[config.mk]
export PLATFORM = sky130hd
export DESIGN_NAME = serial_clock_pins
export DESIGN_NICKNAME = d
export VERILOG_FILES = /design/src/rtl/serial_clock_pkg.sv /design/src/rtl/pin_sync.sv /design/src/rtl/shift_clock_divider.sv /design/src/rtl/serial_clock_pins.sv
export SDC_FILE = /design/constraint.sdc
export NUM_CORES = 1
export LEC_CHECK = 0
export BUFFER_PORTS_ARGS = -buffer_cell sky130_fd_sc_hd__buf_2
export CAP_MARGIN = 10
export CORE_MARGIN = 3
export CORE_UTILIZATION = 50
export DETAILED_ROUTE_END_ITERATION = 8
export PLACE_DENSITY_LB_ADDON = 0.3
export REMOVE_ABC_BUFFERS = 1
export SKIP_CTS_REPAIR_TIMING = 1
export SKIP_LAST_GASP = 1
export SLEW_MARGIN = 20
export SYNTH_ARGS = -nofsm -noshare
export SYNTH_HDL_FRONTEND = slang
export SYNTH_SLANG_ARGS = --single-unit
[constraint.sdc]
create_clock -name REF_CLK -period 4.2 [get_ports REF_CLK]
set_clock_uncertainty 0.05 [all_clocks]
set_input_delay 0.42 -clock REF_CLK [delete_from_list [all_inputs] [get_ports REF_CLK]]
set_output_delay 0.42 -clock REF_CLK [all_outputs]
set_load 0.01 [all_outputs]
[src/rtl/serial_clock_pkg.sv]
/*
 * Shared constants and types for the three-line serial shift-clock and
 * pin-select block: register map, field layouts, clock-divider counts.
 * Assumes a 100 MHz system clock and a 32-bit AXI4-Lite register bus.
 */
package serial_clock_pkg;

    ////////////////////////////////////////////////////////////////////////
    // timing: shift-clock rates and half periods in system clocks
    localparam int CLK_HZ  = 100_000_000;
    localparam int SLOW_HZ = 37_500;
    localparam int MID_HZ  = 75_000;
    localparam int FAST_HZ = 450_000;
    localparam int DIV_W   = 11;

    // a half period is a longest time, so integer division rounds down
    localparam logic [DIV_W-1:0] HALF_SLOW = DIV_W'(CLK_HZ / (2 * SLOW_HZ));
    localparam logic [DIV_W-1:0] HALF_MID  = DIV_W'(CLK_HZ / (2 * MID_HZ));
    localparam logic [DIV_W-1:0] HALF_FAST = DIV_W'(CLK_HZ / (2 * FAST_HZ));

    ////////////////////////////////////////////////////////////////////////
    // clock counter
    localparam int          CNT_W    = 4;
    localparam logic [3:0]  CNT_LAST = 4'h8;

    ////////////////////////////////////////////////////////////////////////
    // register map (byte addresses)
    localparam int         ADDR_W     = 8;
    localparam logic [7:0] A_MODE     = 8'h00;
    localparam logic [7:0] A_DIR      = 8'h04;
    localparam logic [7:0] A_LATCH    = 8'h08;
    localparam logic [7:0] A_PINS     = 8'h0c;
    localparam logic [7:0] A_IRQ_ST   = 8'h10;
    localparam logic [7:0] A_IRQ_MASK = 8'h14;

    localparam logic [1:0] RESP_OKAY   = 2'b00;
    localparam logic [1:0] RESP_SLVERR = 2'b10;

    ////////////////////////////////////////////////////////////////////////
    // field layouts
    typedef enum logic [1:0] {
        SRC_EXT  = 2'b00,
        SRC_SLOW = 2'b01,
        SRC_MID  = 2'b10,
        SRC_FAST = 2'b11
    } shift_src_t;

    typedef struct packed {
        logic       transfer_start_wait_release;
        logic       serial_out_enable;
        shift_src_t shift_clock_select;
    } mode_t;

    typedef struct packed {
        logic clock_pin_direction_flag;
        logic out_pin_direction_flag;
        logic in_pin_direction_flag;
    } dir_t;

    typedef struct packed {
        logic abort;
        logic done;
    } irq_t;

    localparam logic [3:0] MODE_RST  = 4'h0;
    localparam logic [2:0] DIR_RST   = 3'h0;
    localparam logic [2:0] LATCH_RST = 3'h0;
    localparam logic [1:0] IRQ_RST   = 2'h0;
    // synchroniser reset levels (clock, out, in): the clock idles high, so
    // resetting it low would show a false edge once reset lets go
    localparam logic [2:0] PIN_IDLE  = 3'h4;

endpackage

[src/rtl/pin_sync.sv]
/*
 * Two-flop synchroniser for a group of pin levels.
 * Assumes each bit is an independent level; no bus coherence is given.
 */
`timescale 1ns/1ns
module pin_sync #(
    parameter int           W       = 3,
    parameter logic [W-1:0] RST_VAL = '0
) (
    input  logic         clk,
    input  logic         rst,
    input  logic [W-1:0] d,
    output logic [W-1:0] q
);

    logic [W-1:0] meta_q;

    // the first stage feeds only the second stage
    always_ff @(posedge clk) begin
        if (rst) begin
            meta_q <= RST_VAL;
            q      <= RST_VAL;
        end else begin
            meta_q <= d;
            q      <= meta_q;
        end
    end

endmodule

[src/rtl/shift_clock_divider.sv]
/*
 * Internal shift-clock generator: a half-period counter and a level.
 * Assumes the caller drops run while the link waits; idle level is high.
 */
`timescale 1ns/1ns
module shift_clock_divider
    import serial_clock_pkg::*;
(
    input  logic             clk,
    input  logic             rst,
    input  logic             run,
    input  shift_src_t       src,
    output logic             level_q,
    output logic [DIV_W-1:0] div_q
);

    logic [DIV_W-1:0] half;

    always_comb begin
        case (src)
            SRC_SLOW: half = HALF_SLOW;
            SRC_MID:  half = HALF_MID;
            default:  half = HALF_FAST;
        endcase
    end

    // restarting from zero on every release gives a fresh first half period
    always_ff @(posedge clk) begin
        if (rst || !run) begin
            div_q   <= '0;
            level_q <= 1'b1;
        end else if (div_q == half - DIV_W'(1)) begin
            div_q   <= '0;
            level_q <= ~level_q;
        end else begin
            div_q <= div_q + DIV_W'(1);
        end
    end
endmodule

[src/rtl/serial_clock_pins.sv]
/*
 * Shift-clock control and pin selection of a three-line serial link: AXI4-Lite registers,
 * pin muxing, internal clock, 8-edge clock counter, wait control and a masked interrupt.
 * Assumes a shift register outside supplies its MSB on SO_DATA and takes SHIFT_CLK,
 * SI_DATA and LINK_WAIT; pin wires are resolved outside.
 */
// Implementation choices: the placing of the registers and the AXI4-Lite register port.
`timescale 1ns/1ns
module serial_clock_pins
    import serial_clock_pkg::*;
(
    input  logic              REF_CLK,
    input  logic              RST,
    // AXI4-Lite slave
    input  logic [ADDR_W-1:0] AWADDR,
    input  logic              AWVALID,
    output logic              AWREADY,
    input  logic [31:0]       WDATA,
    input  logic [3:0]        WSTRB,
    input  logic              WVALID,
    output logic              WREADY,
    output logic [1:0]        BRESP,
    output logic              BVALID,
    input  logic              BREADY,
    input  logic [ADDR_W-1:0] ARADDR,
    input  logic              ARVALID,
    output logic              ARREADY,
    output logic [31:0]       RDATA,
    output logic [1:0]        RRESP,
    output logic              RVALID,
    input  logic              RREADY,
    // pins
    input  logic              SHIFT_CLOCK_PIN_I,
    output logic              SHIFT_CLOCK_PIN_O,
    output logic              SHIFT_CLOCK_PIN_OE,
    input  logic              SERIAL_OUT_PIN_I,
    output logic              SERIAL_OUT_PIN_O,
    output logic              SERIAL_OUT_PIN_OE,
    input  logic              SERIAL_IN_PIN_I,
    output logic              SERIAL_IN_PIN_O,
    output logic              SERIAL_IN_PIN_OE,
    // shift register side
    input  logic              SO_DATA,
    output logic              SHIFT_CLK,
    output logic              SI_DATA,
    output logic              LINK_WAIT,
    output logic              IRQ
);

    mode_t            mode_q;
    dir_t             dir_q;
    logic [2:0]       latch_q;
    irq_t             irq_st_q;
    irq_t             irq_mask_q;
    logic [CNT_W-1:0] cnt_q;
    logic [2:0]       pins_s;
    logic             sck_prev_q;
    logic             gen_level;
    logic [DIV_W-1:0] gen_div;
    ////////////////////////////////////////////////////////////////////////
    // AXI4-Lite write channel
    logic [ADDR_W-1:0] awaddr_q;
    logic [31:0]       wdata_q;
    logic [3:0]        wstrb_q;
    logic              aw_held_q;
    logic              w_held_q;
    logic              wr_go;
    logic              wr_hit;
    assign wr_go = aw_held_q && w_held_q && !BVALID;

    always_comb begin
        if (awaddr_q == A_MODE || awaddr_q == A_DIR || awaddr_q == A_LATCH
                || awaddr_q == A_IRQ_ST || awaddr_q == A_IRQ_MASK) begin
            wr_hit = 1'b1;
        end else begin
            wr_hit = 1'b0;
        end
    end

    // address and data are taken in either order; one write at a time
    always_ff @(posedge REF_CLK) begin
        if (RST) begin
            AWREADY   <= 1'b0;
            WREADY    <= 1'b0;
            aw_held_q <= 1'b0;
            w_held_q  <= 1'b0;
            awaddr_q  <= '0;
            wdata_q   <= '0;
            wstrb_q   <= '0;
            BVALID    <= 1'b0;
            BRESP     <= RESP_OKAY;
        end else begin
            AWREADY <= !aw_held_q && !(AWVALID && AWREADY) && !BVALID;
            WREADY  <= !w_held_q && !(WVALID && WREADY) && !BVALID;
            if (AWVALID && AWREADY) begin
                aw_held_q <= 1'b1;
                awaddr_q  <= AWADDR;
            end
            if (WVALID && WREADY) begin
                w_held_q <= 1'b1;
                wdata_q  <= WDATA;
                wstrb_q  <= WSTRB;
            end
            if (wr_go) begin
                BVALID <= 1'b1;
                BRESP  <= wr_hit ? RESP_OKAY : RESP_SLVERR;
            end else if (BVALID && BREADY) begin
                BVALID    <= 1'b0;
                aw_held_q <= 1'b0;
                w_held_q  <= 1'b0;
            end
        end
    end

    logic  mode_wr;
    mode_t wr_mode;
    assign mode_wr = wr_go && awaddr_q == A_MODE && wstrb_q[0];
    assign wr_mode = mode_t'(wdata_q[3:0]);
    ////////////////////////////////////////////////////////////////////////
    // AXI4-Lite read channel
    logic [31:0] rd_word;
    logic        rd_hit;
    // the clock counter is deliberately absent from the map
    always_comb begin
        rd_word = '0;
        rd_hit  = 1'b1;
        if (ARADDR == A_MODE) begin
            rd_word[3:0] = mode_q;
        end else if (ARADDR == A_DIR) begin
            rd_word[2:0] = dir_q;
        end else if (ARADDR == A_LATCH) begin
            rd_word[2:0] = latch_q;
        end else if (ARADDR == A_PINS) begin
            rd_word[3:0] = {LINK_WAIT, pins_s};
        end else if (ARADDR == A_IRQ_ST) begin
            rd_word[1:0] = irq_st_q;
        end else if (ARADDR == A_IRQ_MASK) begin
            rd_word[1:0] = irq_mask_q;
        end else begin
            rd_hit = 1'b0;
        end
    end

    always_ff @(posedge REF_CLK) begin
        if (RST) begin
            ARREADY <= 1'b0;
            RVALID  <= 1'b0;
            RDATA   <= '0;
            RRESP   <= RESP_OKAY;
        end else begin
            ARREADY <= !RVALID && !(ARVALID && ARREADY);
            if (ARVALID && ARREADY) begin
                RVALID <= 1'b1;
                RDATA  <= rd_word;
                RRESP  <= rd_hit ? RESP_OKAY : RESP_SLVERR;
            end else if (RVALID && RREADY) begin
                RVALID <= 1'b0;
            end
        end
    end
    ////////////////////////////////////////////////////////////////////////
    // pin sampling and shift-clock edges
    pin_sync #(
        .W       (3),
        .RST_VAL (PIN_IDLE)
    ) u_pin_sync (
        .clk (REF_CLK),
        .rst (RST),
        .d   ({SHIFT_CLOCK_PIN_I, SERIAL_OUT_PIN_I, SERIAL_IN_PIN_I}),
        .q   (pins_s)
    );

    logic running;
    logic int_sel;
    logic rise;
    logic fall;
    logic last_rise;
    assign running   = mode_q.transfer_start_wait_release;
    assign int_sel   = mode_q.shift_clock_select != SRC_EXT;
    // the pin is read back whatever drives it, our clock or the partner's
    assign rise      = pins_s[2] && !sck_prev_q;
    assign fall      = !pins_s[2] && sck_prev_q;
    assign last_rise = running && rise && cnt_q == CNT_LAST;
    always_ff @(posedge REF_CLK) begin
        if (RST) begin
            sck_prev_q <= 1'b1;
        end else begin
            sck_prev_q <= pins_s[2];
        end
    end
    ////////////////////////////////////////////////////////////////////////
    // mode, direction, latch registers and wait control
    always_ff @(posedge REF_CLK) begin
        if (RST) begin
            mode_q <= mode_t'(MODE_RST);
        end else if (mode_wr) begin
            // rewriting a running link with release leaves it running
            mode_q <= wr_mode;
        end else if (last_rise) begin
            mode_q.transfer_start_wait_release <= 1'b0;
        end
    end

    always_ff @(posedge REF_CLK) begin
        if (RST) begin
            dir_q   <= dir_t'(DIR_RST);
            latch_q <= LATCH_RST;
        end else if (wr_go && wstrb_q[0]) begin
            if (awaddr_q == A_DIR) begin
                dir_q <= dir_t'(wdata_q[2:0]);
            end else if (awaddr_q == A_LATCH) begin
                latch_q <= wdata_q[2:0];
            end
        end
    end
    ////////////////////////////////////////////////////////////////////////
    // clock counter
    always_ff @(posedge REF_CLK) begin
        if (RST) begin
            cnt_q <= '0;
        end else if (mode_wr && !wr_mode.transfer_start_wait_release) begin
            cnt_q <= '0;
        end else if (running) begin
            if (rise && cnt_q == CNT_LAST) begin
                cnt_q <= '0;
            end else if (fall) begin
                cnt_q <= cnt_q + CNT_W'(1);
            end
        end
    end
    ////////////////////////////////////////////////////////////////////////
    // internal clock generator, master only
    shift_clock_divider u_div (
        .clk     (REF_CLK),
        .rst     (RST),
        .run     (running && int_sel),
        .src     (mode_q.shift_clock_select),
        .level_q (gen_level),
        .div_q   (gen_div)
    );
    ////////////////////////////////////////////////////////////////////////
    // pin drivers and shift-register side, all registered
    always_ff @(posedge REF_CLK) begin
        if (RST) begin
            SHIFT_CLOCK_PIN_O  <= 1'b1;
            SHIFT_CLOCK_PIN_OE <= 1'b0;
            SERIAL_OUT_PIN_O   <= 1'b0;
            SERIAL_OUT_PIN_OE  <= 1'b0;
            SERIAL_IN_PIN_O    <= 1'b0;
            SERIAL_IN_PIN_OE   <= 1'b0;
            SHIFT_CLK          <= 1'b1;
            SI_DATA            <= 1'b0;
            LINK_WAIT          <= 1'b1;
        end else begin
            // slave with flag 0 leaves the pin undriven
            SHIFT_CLOCK_PIN_OE <= dir_q.clock_pin_direction_flag;
            SHIFT_CLOCK_PIN_O  <= int_sel ? gen_level : latch_q[2];
            SERIAL_OUT_PIN_OE  <= dir_q.out_pin_direction_flag;
            SERIAL_OUT_PIN_O   <= mode_q.serial_out_enable ? SO_DATA : latch_q[1];
            SERIAL_IN_PIN_OE   <= dir_q.in_pin_direction_flag;
            SERIAL_IN_PIN_O    <= latch_q[0];
            // an output-mode serial-in pin feeds the shifter its own latch
            SI_DATA            <= dir_q.in_pin_direction_flag ? latch_q[0] : pins_s[0];
            SHIFT_CLK          <= pins_s[2];
            LINK_WAIT          <= !running;
        end
    end
    ////////////////////////////////////////////////////////////////////////
    // interrupts: sticky status, write one to clear, set beats clear
    irq_t irq_set;
    irq_t irq_clr;
    logic irq_any;

    assign irq_set.done  = last_rise;
    assign irq_set.abort = mode_wr && !wr_mode.transfer_start_wait_release && running;
    assign irq_clr       = (wr_go && wstrb_q[0] && awaddr_q == A_IRQ_ST) ?
                           irq_t'(wdata_q[1:0]) : irq_t'(IRQ_RST);
    assign irq_any       = |(irq_st_q & irq_mask_q);

    always_ff @(posedge REF_CLK) begin
        if (RST) begin
            irq_st_q <= irq_t'(IRQ_RST);
        end else begin
            irq_st_q <= (irq_st_q & ~irq_clr) | irq_set;
        end
    end

    always_ff @(posedge REF_CLK) begin
        if (RST) begin
            irq_mask_q <= irq_t'(IRQ_RST);
        end else if (wr_go && wstrb_q[0] && awaddr_q == A_IRQ_MASK) begin
            irq_mask_q <= irq_t'(wdata_q[1:0]);
        end
    end

    always_ff @(posedge REF_CLK) begin
        if (RST) begin
            IRQ <= 1'b0;
        end else begin
            IRQ <= irq_any;
        end
    end
endmodule

* Word-level counts from Yosys, hierarchy flattened
Index checks and enable logic that the tools add are counted.
** Storage, ports and cells
- Bits in registers :: 74
- Input port bits :: 63
- Output and inout bits :: 51
- Word-level logic and storage cells :: 153
** Operators by class
- Add/subtract/negate cells :: 3
- Eq/ne operators :: 13
- Mux-type cells :: 37
- Bitwise gates (word level) :: 6
- Reduce and logical (&&, ||, !) cells :: 55
** Operators with widths (number)
- $eq A8 B5 Y1 const B :: 4
- $logic_and A1 B1 Y1 :: 25
- $eq A8 B4 Y1 const B :: 3
- $mux W1 :: 24
- $pmux W11 S2 :: 1
- $eq A8 B3 Y1 const B :: 2
- $logic_not A8 Y1 :: 2
- $mux W2 :: 7
- $logic_not A1 Y1 :: 12
- $mux W4 :: 3
- $add A11 B1 Y11 const B :: 1
- $eq A11 B11 Y1 :: 1
- $sub A11 B1 Y11 const B :: 1
- $reduce_bool A2 Y1 :: 5
- $mux W3 :: 2
- $reduce_or A2 Y1 :: 3
- $logic_or A1 B1 Y1 :: 5
- $add A4 B1 Y4 const B :: 1
- $and A2 B2 Y2 :: 2
- $eq A4 B4 Y1 const B :: 1
- $reduce_and A2 Y1 :: 2
- $reduce_and A3 Y1 :: 1
- $eq A2 B1 Y1 const B :: 1
- $eq A2 B2 Y1 const B :: 1
- other kinds (3) :: 4

* Depth between registers and ports, before layout
Gate-level depths: netlist of run 1.
- Word-level depth :: 8
- Mapped depth :: 7
- Depth with buffers taken out :: 6

* Modules after synthesis
A second synthesis of run 1 with hierarchy kept.
** Unflattened totals
- Cells, all modules :: 368
- Area, all modules :: 3291.9 µm²
** Modules (own cells, without submodules)
- serial_clock_pins :: times used 1, cells an instance 285, area each 2492.4 µm², sequential area each 1081.0 µm²
- shift_clock_divider :: times used 1, cells an instance 71, area each 641.9 µm², sequential area each 240.2 µm²
- pin_sync :: times used 1, cells an instance 12, area each 157.7 µm², sequential area each 120.1 µm²

* Worst setup path after synthesis of run 1
No wires, ideal clock.
- Path kind :: register -> register
- Start :: reg mode_q[0] in the netlist's numbering
- End :: reg u_div.div_q[2]
- Library setup time :: 0.117 ns
- Arrival time :: 1.566 ns
- Data required time :: 4.033 ns
- Path slack :: 2.467 ns
- Cell stages (with the launch flop) :: 8
- Path buffers :: 1
- Clock period less this slack :: 1.733 ns
- Path through :: dfxtp_1 -> inv_1 -> ha_1 -> nor4bb_1 -> o22ai_1 -> o21ai_0 -> buf_2 -> nor2_1
** Between the ends
- Longest elaborated chain between the ends :: 5
- Elaborated cells on any way between the ends :: 10
- Classes of those cells :: add/sub: 1; eq/ne: 3; mux: 1; reduce/logical: 5
** Ends and longest elaborated chain
- start, declared :: line serial_clock_pins.sv:50 : mode_t mode_q;
- start signal, assigned :: line serial_clock_pins.sv:195 : mode_q <= mode_t'(MODE_RST);
- start signal, assigned :: line serial_clock_pins.sv:198 : mode_q <= wr_mode;
- $eq A2 B2 Y1 (tied with other cells) :: line shift_clock_divider.sv:20 : case (src)
- $pmux W11 S2 or $logic_and A1 B1 Y1 (tied branches) :: line shift_clock_divider.sv:20, serial_clock_pins.sv:236
- $sub A11 B1 Y11 or $logic_not A1 Y1 (tied branches) :: line shift_clock_divider.sv:32, shift_clock_divider.sv:29
- $eq A11 B11 Y1 or $logic_or A1 B1 Y1 (tied branches) :: line shift_clock_divider.sv:32, shift_clock_divider.sv:29
- $reduce_or A2 Y1 (no line) (*)
- end signal, assigned :: line shift_clock_divider.sv:36 : div_q <= div_q + DIV_W'(1);
- end, declared :: line shift_clock_divider.sv:14 : output logic [DIV_W-1:0] div_q
Mark *: on every way between the ends. The rest lies on a longest branch, timed or not.
A chain may end at the register's enable or synchronous reset.

* Final worst setup path of run 1
- Start :: reg mode_q[0] in the netlist's numbering
- End :: reg u_div.div_q[9]
Same word-level chain as after synthesis.

==> results of run 1 <==
synthesized netlist by cell type, drive strengths merged (4+ instances only):
cell type and count:
nand3 16, a21oi 24, nor3 4, nand4b 6, nor2b 13, nor4 5
nor3b 4, and3b 4, nor4bb 4, o21ai 8, xor2 10, inv 12
ha 8, nand4 4, nand2 32, and3 4, dfxtp 72, buf 38
mux2i 14, nor2 35, clkbuf 6
metrics by stage:
step	util	setup WS [ns]	cells	cell area, um^2
after floorplan	-	2.138	347	3104
after global placement	0.5653	1.645	475	3466
after detailed placement	0.5653	2.015	475	3466
after CTS	0.5924	1.985	490	3632
after global routing	0.5924	1.771	490	3632
final	0.5924	2.008	490	3632
registers in the layout (all words and copies together), names as in the netlist, 2 cells and up:
name	flops
irq_mask_q	2
dir_q	3
cnt_q	4
u_pin_sync.q	3
u_div.div_q	11
irq_st_q	2
mode_q	3
awaddr_q	8
wdata_q	4
RDATA	4
latch_q	3
u_pin_sync.meta_q	3
metal layers:
layer / share of wire / vias to the layer above / track usage
met5: 0 / - / 0
met4: 0.017 / 0 / 0.05949
met3: 0.069 / 8 / 0.06149
met2: 0.47 / 67 / 0.2698
met1: 0.44 / 1177 / 0.2007
li1: - / 1293 / -
critical path: stages (launching register included):
cell and delay (ns):
dfxtp_1 0.44, inv_1 0.11, ha_1 0.30, nor4bb_1 0.27, o22ai_1 0.16, o21ai_1 0.60
nor2_1 0.11
how the worst min path moves through the flow:
stage | from | endpoint | cells after the start
global route | SHIFT_CLOCK_PIN_I | u_pin_sync.meta_q[2] | 2
CTS | SHIFT_CLOCK_PIN_I | u_pin_sync.meta_q[2] | 2
detailed placement | u_pin_sync.meta_q[2] | u_pin_sync.q[2] | 1
global placement | u_pin_sync.meta_q[2] | u_pin_sync.q[2] | 1
floorplan | u_pin_sync.meta_q[2] | u_pin_sync.q[2] | 1
finish | SHIFT_CLOCK_PIN_I | u_pin_sync.meta_q[2] | 2
area by class of cell:
type	count	area share
clock buffer	15	0.04581
inverter	12	0.01240
multi-input combinational	263	0.4454
sequential	72	0.3968
tap	75	0.02584
timing repair buffer	53	0.07372
logic make-up after synthesis:
group,share of synthesized area
mux,0.04956
xor+xnor,0.03202
other cells,0.001143
compound gates,0.09379
buf+inv,0.1010
simple gates,0.2528
flops,0.4392
fa+ha+maj,0.03050
layout by cell type (no fill, tap or decap), types with 6 or more instances in the layout:
cell type / n
dfxtp_1: 72
nor2b_1: 13
conb_1: 30
buf_2: 52
nand2_1: 32
a21oi_1: 24
xor2_1: 10
ha_1: 8
inv_1: 12
o21ai_0: 7
nand3_1: 16
nand4b_1: 6
clkbuf_8: 11
nor2_1: 35
mux2i_1: 14
power by group:
group	internal, uW	switching, uW	leakage (uW)
clock	245	228	0.0000838
sequential	699	14.5	0.000585
combinational	35.1	56.1	0.000881
total	979	298	0.00155
==> out/metrics.yaml, run 1 <==
status: "finished clean"
fillCellCount: 538
drive_gt1_frac: 0.1735
crit_type: "reg -> reg"
ys_ff_latch: 72
maxCapViolCount: 0
min_period_over_period: 0.5220
cts_buffers: 9
r2r-start: "mode_q[0]"
async_reset_ff_frac: 0
ys.flop_type: "dfxtp_1"
die_h_um: 87.02
finalHoldViolCount: 0
powerDensity_nw_per_um2: 351.6
finalMaxSlewViolations: 0
drtIter0Drc: 102
rows: 28
finalPower_uw: 1277
clkLatencyLatePin_ns: 0.34
ant_nets: 0
dr.pass1.iters: 4
yosys.cell_types.count: 51
n_antenna_cell: 0
drc: 0
rr_worst_depth: 6
initial_core_util: 0.5353
yosysTopAreaCell: "dfxtp_1"
period_minus_slack_ns: 2.192
ir_drop_uv: 282.8
grt_max_degree: 57
tns_ns: 0
setup.worst_path.start: "mode_q[0]"
synth-edff-count: 0
hold_ws_ns: 0.2123
overflow: 0
nNetsFinal: 482
wirelength_mm: 6.133
synth_area_leaders: "dfxtp_1 (44%), buf_4 (7.1%), mux2i_1 (4.3%), nor2_1 (4.0%), a21oi_1 (3.7%)"
setup_viol: 0
die_w_um: 87.02
yosysSeqAreaShare: 0.4392
multi_input_area_um2: 1618
wire_per_inst_um: 12.52
clockBufferDepth: 2
hold_class: "in -> reg"
place_congestion: 0.8060
seq_area_um2: 1441
numPortBuffers: 52
maxSlewHeadroom: 0.5166
ff2ff_setup_slack_ns: 2.01
endpoint: "u_div.div_q[9]"
cp.arrival_ns: 2.34
yosys_warnings: 0
worstMarginPinSlew_ns: 0.7202
fmaxAchievable_ghz: 0.4561
grt_setup_unrepaired: "false"
syn-cell-area_um2: 3282
syn_area_per_cell_um2: 9.066
synthCells: 362
start_kind: "flop"
area_delta_synth_final_pct: 10.67
synth_top_cell_area_share: 0.4392
core-area_um2: 6131
leakage_uw: 0.001550
track_usage: 0.1660
cts_tree: "built"
dpl.hpwl_mm: 4.518
viasPerCell: 5.194
reg2reg_to: "u_div.div_q[9]"
required_ns: 4.35
end_kind: "flop"
clockRootBuffer: "clkbuf_8"
cts.clk_slew.worst_paths_ns: 0.07
grt_pass1_vias: 2228
die-area_um2: 7572
clkSinkCount: 72
htree_levels: 3
via_count: 2545
antenna_found_initial: 0
io_pins: 114
grt_pass1_wl_mm: 9.846
crit_fanout: 11
Power figures use the tool's default switching activity.
==> run 2: changes to the inputs <==
==> constraint.sdc (replaced) <==
create_clock -name REF_CLK -period 2.1 [get_ports REF_CLK]
set_clock_uncertainty 0.05 [all_clocks]
set_input_delay 0.21 -clock REF_CLK [delete_from_list [all_inputs] [get_ports REF_CLK]]
set_output_delay 0.21 -clock REF_CLK [all_outputs]
set_load 0.01 [all_outputs]
==> out/metrics.yaml, run 2 (synthesized netlist as in run 1, its figures left out) <==
dr.pass1.iters: 4  # unchanged
initial_core_util: 0.5353  # unchanged
crit_type: "reg -> reg"  # unchanged
p_switching_uw: 612.5  # was 298.4 uW
grt_pass1_wl_mm: 10.27  # was 9.846 mm
grt_max_degree: 27  # was 57
clkLatencyLatePin_ns: 0.34  # about the same
wire_per_inst_um: 12.54  # was 12.52 um
drc: 0  # unchanged
cts.clk_slew.worst_paths_ns: 0.07  # about the same
ff2ff_setup_slack_ns: 0.22  # was 2.01 ns
power_frac_clock: 0.365  # was 0.370
track_usage: 0.1707  # was 0.1660
htree_levels: 3  # unchanged
leakage_uw: 0.001569  # was 0.001550 uW
finalMaxSlewViolations: 0  # unchanged
use_met1: 0.2140  # was 0.2007
end_kind: "flop"  # unchanged
die_h_um: 87.02  # unchanged
setup_viol: 0  # unchanged
drtIter0Drc: 123  # was 102
ir_drop_uv: 569.8  # was 282.8 uV
maxCapViolCount: 0  # unchanged
powerDensity_nw_per_um2: 693.5  # was 351.6 nW/um^2
die-area_um2: 7572  # unchanged
rr_worst_depth: 7  # was 6
ant_nets: 0  # unchanged
status: "finished clean"  # unchanged
required_ns: 2.28  # was 4.35 ns
drive_gt1_frac: 0.1838  # was 0.1735
cts_tree: "built"  # unchanged
endpoint: "u_div.div_q[4]"  # was u_div.div_q[9]
area_delta_synth_final_pct: 11.40  # was 10.67%
setup.worst_path.start: "mode_q[0]"  # unchanged
grt_setup_unrepaired: "false"  # unchanged
combPwrFrac: 0.073  # was 0.071
regMostFlops: "u_div.div_q"  # unchanged
period_minus_slack_ns: 1.884  # was 2.192 ns
via_count: 2548  # was 2545
final_common_cell: "dfxtp_1"  # unchanged
clkSinkCount: 72  # unchanged
cp.arrival_ns: 2.07  # was 2.34 ns
stdcell_area_um2: 3656  # was 3632 um^2
n_antenna_cell: 0  # unchanged
grt.busiest_layer: "met2"  # unchanged
io_pins: 114  # unchanged
viasPerCell: 5.158  # was 5.194
largest_register_ffs: 11  # unchanged
overflow: 0  # unchanged
grt_util_met2: 0.2754  # was 0.2698
antenna_found_initial: 0  # unchanged
reg2reg_to: "u_div.div_q[4]"  # was u_div.div_q[9]
hold_class: "in -> reg"  # unchanged
cts_buffers: 9  # unchanged
nNetsFinal: 485  # was 482
grt_util_met3: 0.05014  # was 0.06149
fin_util: 0.5963  # was 0.5924
clockRootBuffer: "clkbuf_8"  # unchanged
crit_fanout: 11  # unchanged
fillCellCount: 540  # was 538
rows: 28  # unchanged
r2r-start: "mode_q[0]"  # unchanged
dpl.hpwl_mm: 4.620  # was 4.518 mm
placed_cell_area_um2: 3481  # was 3466 um^2
hold_ws_ns: 0.02947  # was 0.2123 ns
p_seq_frac: 0.562  # was 0.558
switching_share: 0.2416  # was 0.2337
min_period_over_period: 0.8970  # was 0.5220
tns_ns: 0  # unchanged
clockBufferDepth: 2  # unchanged
top_regs: "u_div.div_q x11, awaddr_q x8"  # unchanged
core-area_um2: 6131  # unchanged
grt_pass1_vias: 2319  # was 2228
internal_power_uw: 1923  # was 978.6 uW
die_w_um: 87.02  # unchanged
fmaxAchievable_ghz: 0.5309  # was 0.4561 GHz
finalHoldViolCount: 0  # unchanged
place_congestion: 0.7801  # was 0.8060
final_cell_mix: "dfxtp_1 (72), buf_2 (52), nor2_1 (35)"  # unchanged
wirelength_mm: 6.193  # was 6.133 mm
numPortBuffers: 52  # unchanged
start_kind: "flop"  # unchanged
run 2: area by class of cell:
cell class / instances / area, um^2 / share of cell area
multi-input cells: 263 / 1618 / 0.4425
flip-flops and latches: 72 / 1441 / 0.3942
repair buffers: 56 / 292.8 / 0.08008
clock buffers: 12 / 145.1 / 0.03970
well taps: 75 / 93.84 / 0.02567
inverters: 12 / 45.04 / 0.01232
clock inverters: 4 / 20.02 / 0.005476
run 2: layer usage:
metal	share of wire	vias to the layer above	wire length, um
li1	-	1292	-
met1	0.43	1173	2692
met2	0.48	75	2971
met3	0.074	8	457
met4	0.012	0	72
met5	0	-	0
run 2: worst min path at each step:
stage | start | end | cells after the start
6_report | SERIAL_OUT_PIN_I | u_pin_sync.meta_q[1] | 2
5_1_grt | SERIAL_IN_PIN_I | u_pin_sync.meta_q[0] | 2
4_1_cts | SHIFT_CLOCK_PIN_I | u_pin_sync.meta_q[2] | 2
3_5_place_dp | u_pin_sync.meta_q[2] | u_pin_sync.q[2] | 1
3_3_place_gp | u_pin_sync.meta_q[2] | u_pin_sync.q[2] | 1
2_1_floorplan | RST | RDATA[2] | 1
run 2: power by group through the flow:
stage / registers [uW] / clock network (uW) / logic (uW)
after floorplan: 1460 / 0 / 96.7
after global placement: 1460 / 0 / 180
after detailed placement: 1460 / 0 / 183
after CTS: 1430 / 959 / 184
after global routing: 1430 / 1020 / 208
final: 1430 / 925 / 185
run 2: stage by stage:
step	total power (uW)	instances	setup slack [ns]
4_1_cts	2569	493	0.1854
3_3_place_gp	1635	477	0.2308
6_report	2536	494	0.2164
2_1_floorplan	1552	347	0.03757
3_5_place_dp	1640	477	0.1992
5_1_grt	2658	494	0.04309
run 2: critical path, stage by stage, from the launching register on:
cell	delay, ns
dfxtp_1	0.42
inv_1	0.11
ha_1	0.31
nor4bb_1	0.29
o22ai_1	0.14
o21ai_0	0.17
buf_4	0.20
nor2_1	0.07
==> run 3: changes to the inputs <==
--- a/config.mk
+++ b/config.mk
@@ -7,10 +7,13 @@
 export LEC_CHECK = 0
 export BUFFER_PORTS_ARGS = -buffer_cell sky130_fd_sc_hd__buf_2
 export CAP_MARGIN = 10
+export CELL_PAD_IN_SITES_DETAIL_PLACEMENT = 0
+export CELL_PAD_IN_SITES_GLOBAL_PLACEMENT = 2
 export CORE_MARGIN = 3
-export CORE_UTILIZATION = 50
+export CORE_UTILIZATION = 29
+export CTS_CLUSTER_SIZE = 24
 export DETAILED_ROUTE_END_ITERATION = 8
-export PLACE_DENSITY_LB_ADDON = 0.3
+export PLACE_DENSITY_LB_ADDON = 0.1
 export REMOVE_ABC_BUFFERS = 1
 export SKIP_CTS_REPAIR_TIMING = 1
 export SKIP_LAST_GASP = 1
==> out/metrics.yaml, run 3 (synthesized netlist as in run 1, its figures left out) <==
status: "finished clean"  # unchanged
powerDensity_nw_per_um2: 815.6  # was 693.5 nW/um^2
finalMaxSlewViolations: 0  # unchanged
numPortBuffers: 52  # unchanged
cp.arrival_ns: 2.03  # was 2.07 ns
final_cell_mix: "dfxtp_1 (72), buf_2 (52), nor2_1 (35)"  # unchanged
grt_pass1_vias: 2372  # was 2319
wirelength_mm: 7.290  # was 6.193 mm
clkLatencyLatePin_ns: 0.33  # was 0.34 ns
clockBufferDepth: 2  # unchanged
dr.pass1.iters: 4  # unchanged
use_met1: 0.1607  # was 0.2140
crit_type: "reg -> reg"  # unchanged
cts_buffers: 9  # unchanged
initial_core_util: 0.3001  # was 0.5353
maxCapViolCount: 0  # unchanged
drc: 0  # unchanged
fmaxAchievable_ghz: 0.5370  # was 0.5309 GHz
hold_class: "in -> reg"  # unchanged
place_congestion: 0.7371  # was 0.7801
end_kind: "flop"  # unchanged
leakage_uw: 0.001628  # was 0.001569 uW
grt_util_met2: 0.1764  # was 0.2754
hold_ws_ns: 0.01907  # was 0.02947 ns
ir_drop_uv: 297.2  # was 569.8 uV
required_ns: 2.27  # was 2.28 ns
path_cells: "inv_1 > ha_1 > nor4bb_2 > o22ai_1 > o21ai_0 > buf_4 > nor2_1"  # was inv_1 > ha_1 > nor4bb_1 > o22ai_1 > o21ai_0 > buf_4 > nor2_1
nNetsFinal: 485  # unchanged
clockRootBuffer: "clkbuf_16"  # was clkbuf_8
finalHoldViolCount: 0  # unchanged
cts_tree: "built"  # unchanged
n_antenna_cell: 0  # unchanged
core-area_um2: 10940  # was 6131 um^2
grt_setup_unrepaired: "false"  # unchanged
grt_max_degree: 29  # was 27
track_usage: 0.1182  # was 0.1707
clkSinkCount: 72  # unchanged
pre_cts_ws_ns: 0.2063  # was 0.1992 ns
largest_register_ffs: 11  # unchanged
dpl.hpwl_mm: 5.304  # was 4.620 mm
cts.clk_slew.worst_paths_ns: 0.06  # was 0.07 ns
grt_pass1_wl_mm: 12.06  # was 10.27 mm
rows: 38  # was 28
fin_ws_ns: 0.2378  # was 0.2164 ns
area_delta_synth_final_pct: 18.34  # was 11.40%
final_common_cell: "dfxtp_1"  # unchanged
start_kind: "flop"  # unchanged
viasPerCell: 4.503  # was 5.158
period_minus_slack_ns: 1.862  # was 1.884 ns
drtIter0Drc: 65  # was 123
die_w_um: 112.4  # was 87.02 um
multi_input_area_um2: 1624  # was 1618 um^2
die_h_um: 112.4  # was 87.02 um
ant_nets: 0  # unchanged
grt.busiest_layer: "met2"  # unchanged
setup_viol: 0  # unchanged
overflow: 0  # unchanged
grt_util_met3: 0.03881  # was 0.05014
tns_ns: 0  # unchanged
top_regs: "u_div.div_q x11, awaddr_q x8"  # unchanged
max_stage_delay_ns: 0.43  # was 0.42 ns
via_count: 2517  # was 2548
regMostFlops: "u_div.div_q"  # unchanged
antenna_found_initial: 0  # unchanged
min_period_over_period: 0.8868  # was 0.8970
wire_per_inst_um: 13.04  # was 12.54 um
drive_gt1_frac: 0.1933  # was 0.1838
fillCellCount: 1192  # was 540
crit_fanout: 11  # unchanged
htree_levels: 3  # unchanged
io_pins: 114  # unchanged
cp_slowest_cell: "dfxtp_1"  # unchanged
die-area_um2: 12630  # was 7572 um^2
seq_area_um2: 1441  # unchanged
==> run 3: cell types whose count changed in the layout (fill, tap and decap cells not counted), sizes merged <==
cell / delta
bufinv: +1
clkinv: -2
clkbuf: -1
buf: +1
clkinvlp: +2
dlygate4sd3: -1
==> run 3: final timing paths <==
check	from	end	slack [ns]	cells after the start
setup / recovery	mode_q[1]	u_div.div_q[3]	0.24	7
hold / removal	SHIFT_CLOCK_PIN_I	u_pin_sync.meta_q[2]	0.02	2
setup reg to reg	mode_q[1]	u_div.div_q[3]	0.24	7
hold reg to reg	u_pin_sync.meta_q[2]	u_pin_sync.q[2]	0.36	1
==> run 3: layout make-up <==
class / count / share of cell area
inverters: 12 / 0.01160
clock inverters: 5 / 0.01418
flip-flops and latches: 72 / 0.3711
well taps: 140 / 0.04510
repair buffers: 56 / 0.07474
clock buffers: 11 / 0.06508
multi-input cells: 263 / 0.4182
==> run 3: critical path, delay by kind of cell, from the launching register on <==
family                     cells  cell delay [ns]
DFF                            1             0.43
AOI/OAI and AO/OA              2             0.32
adders and majority gates      1             0.31
and+or+nand+nor                2             0.33
buffers and inverters          2             0.31
==> run 3: layer usage <==
layer / wire length, um / vias to the layer above
met5: 0 / -
met4: 80 / 0
met3: 424 / 8
met2: 3235 / 62
met1: 3549 / 1149
li1: - / 1298
==> run 3: through the flow <==
stage	instance area [um^2]	cells	utilization	power, uW
final	3884	559	0.3551	3167
after global routing	3884	559	0.3551	3298
after CTS	3877	559	0.3546	3224
after detailed placement	3570	543	0.3264	1646
after global placement	3570	543	0.3264	1645
after floorplan	3104	347	-	1552
==> run 3: where the power goes <==
part | switching (uW) | internal [uW]
clock network | 573 | 979
registers | 30.0 | 1400
logic | 116 | 71.4
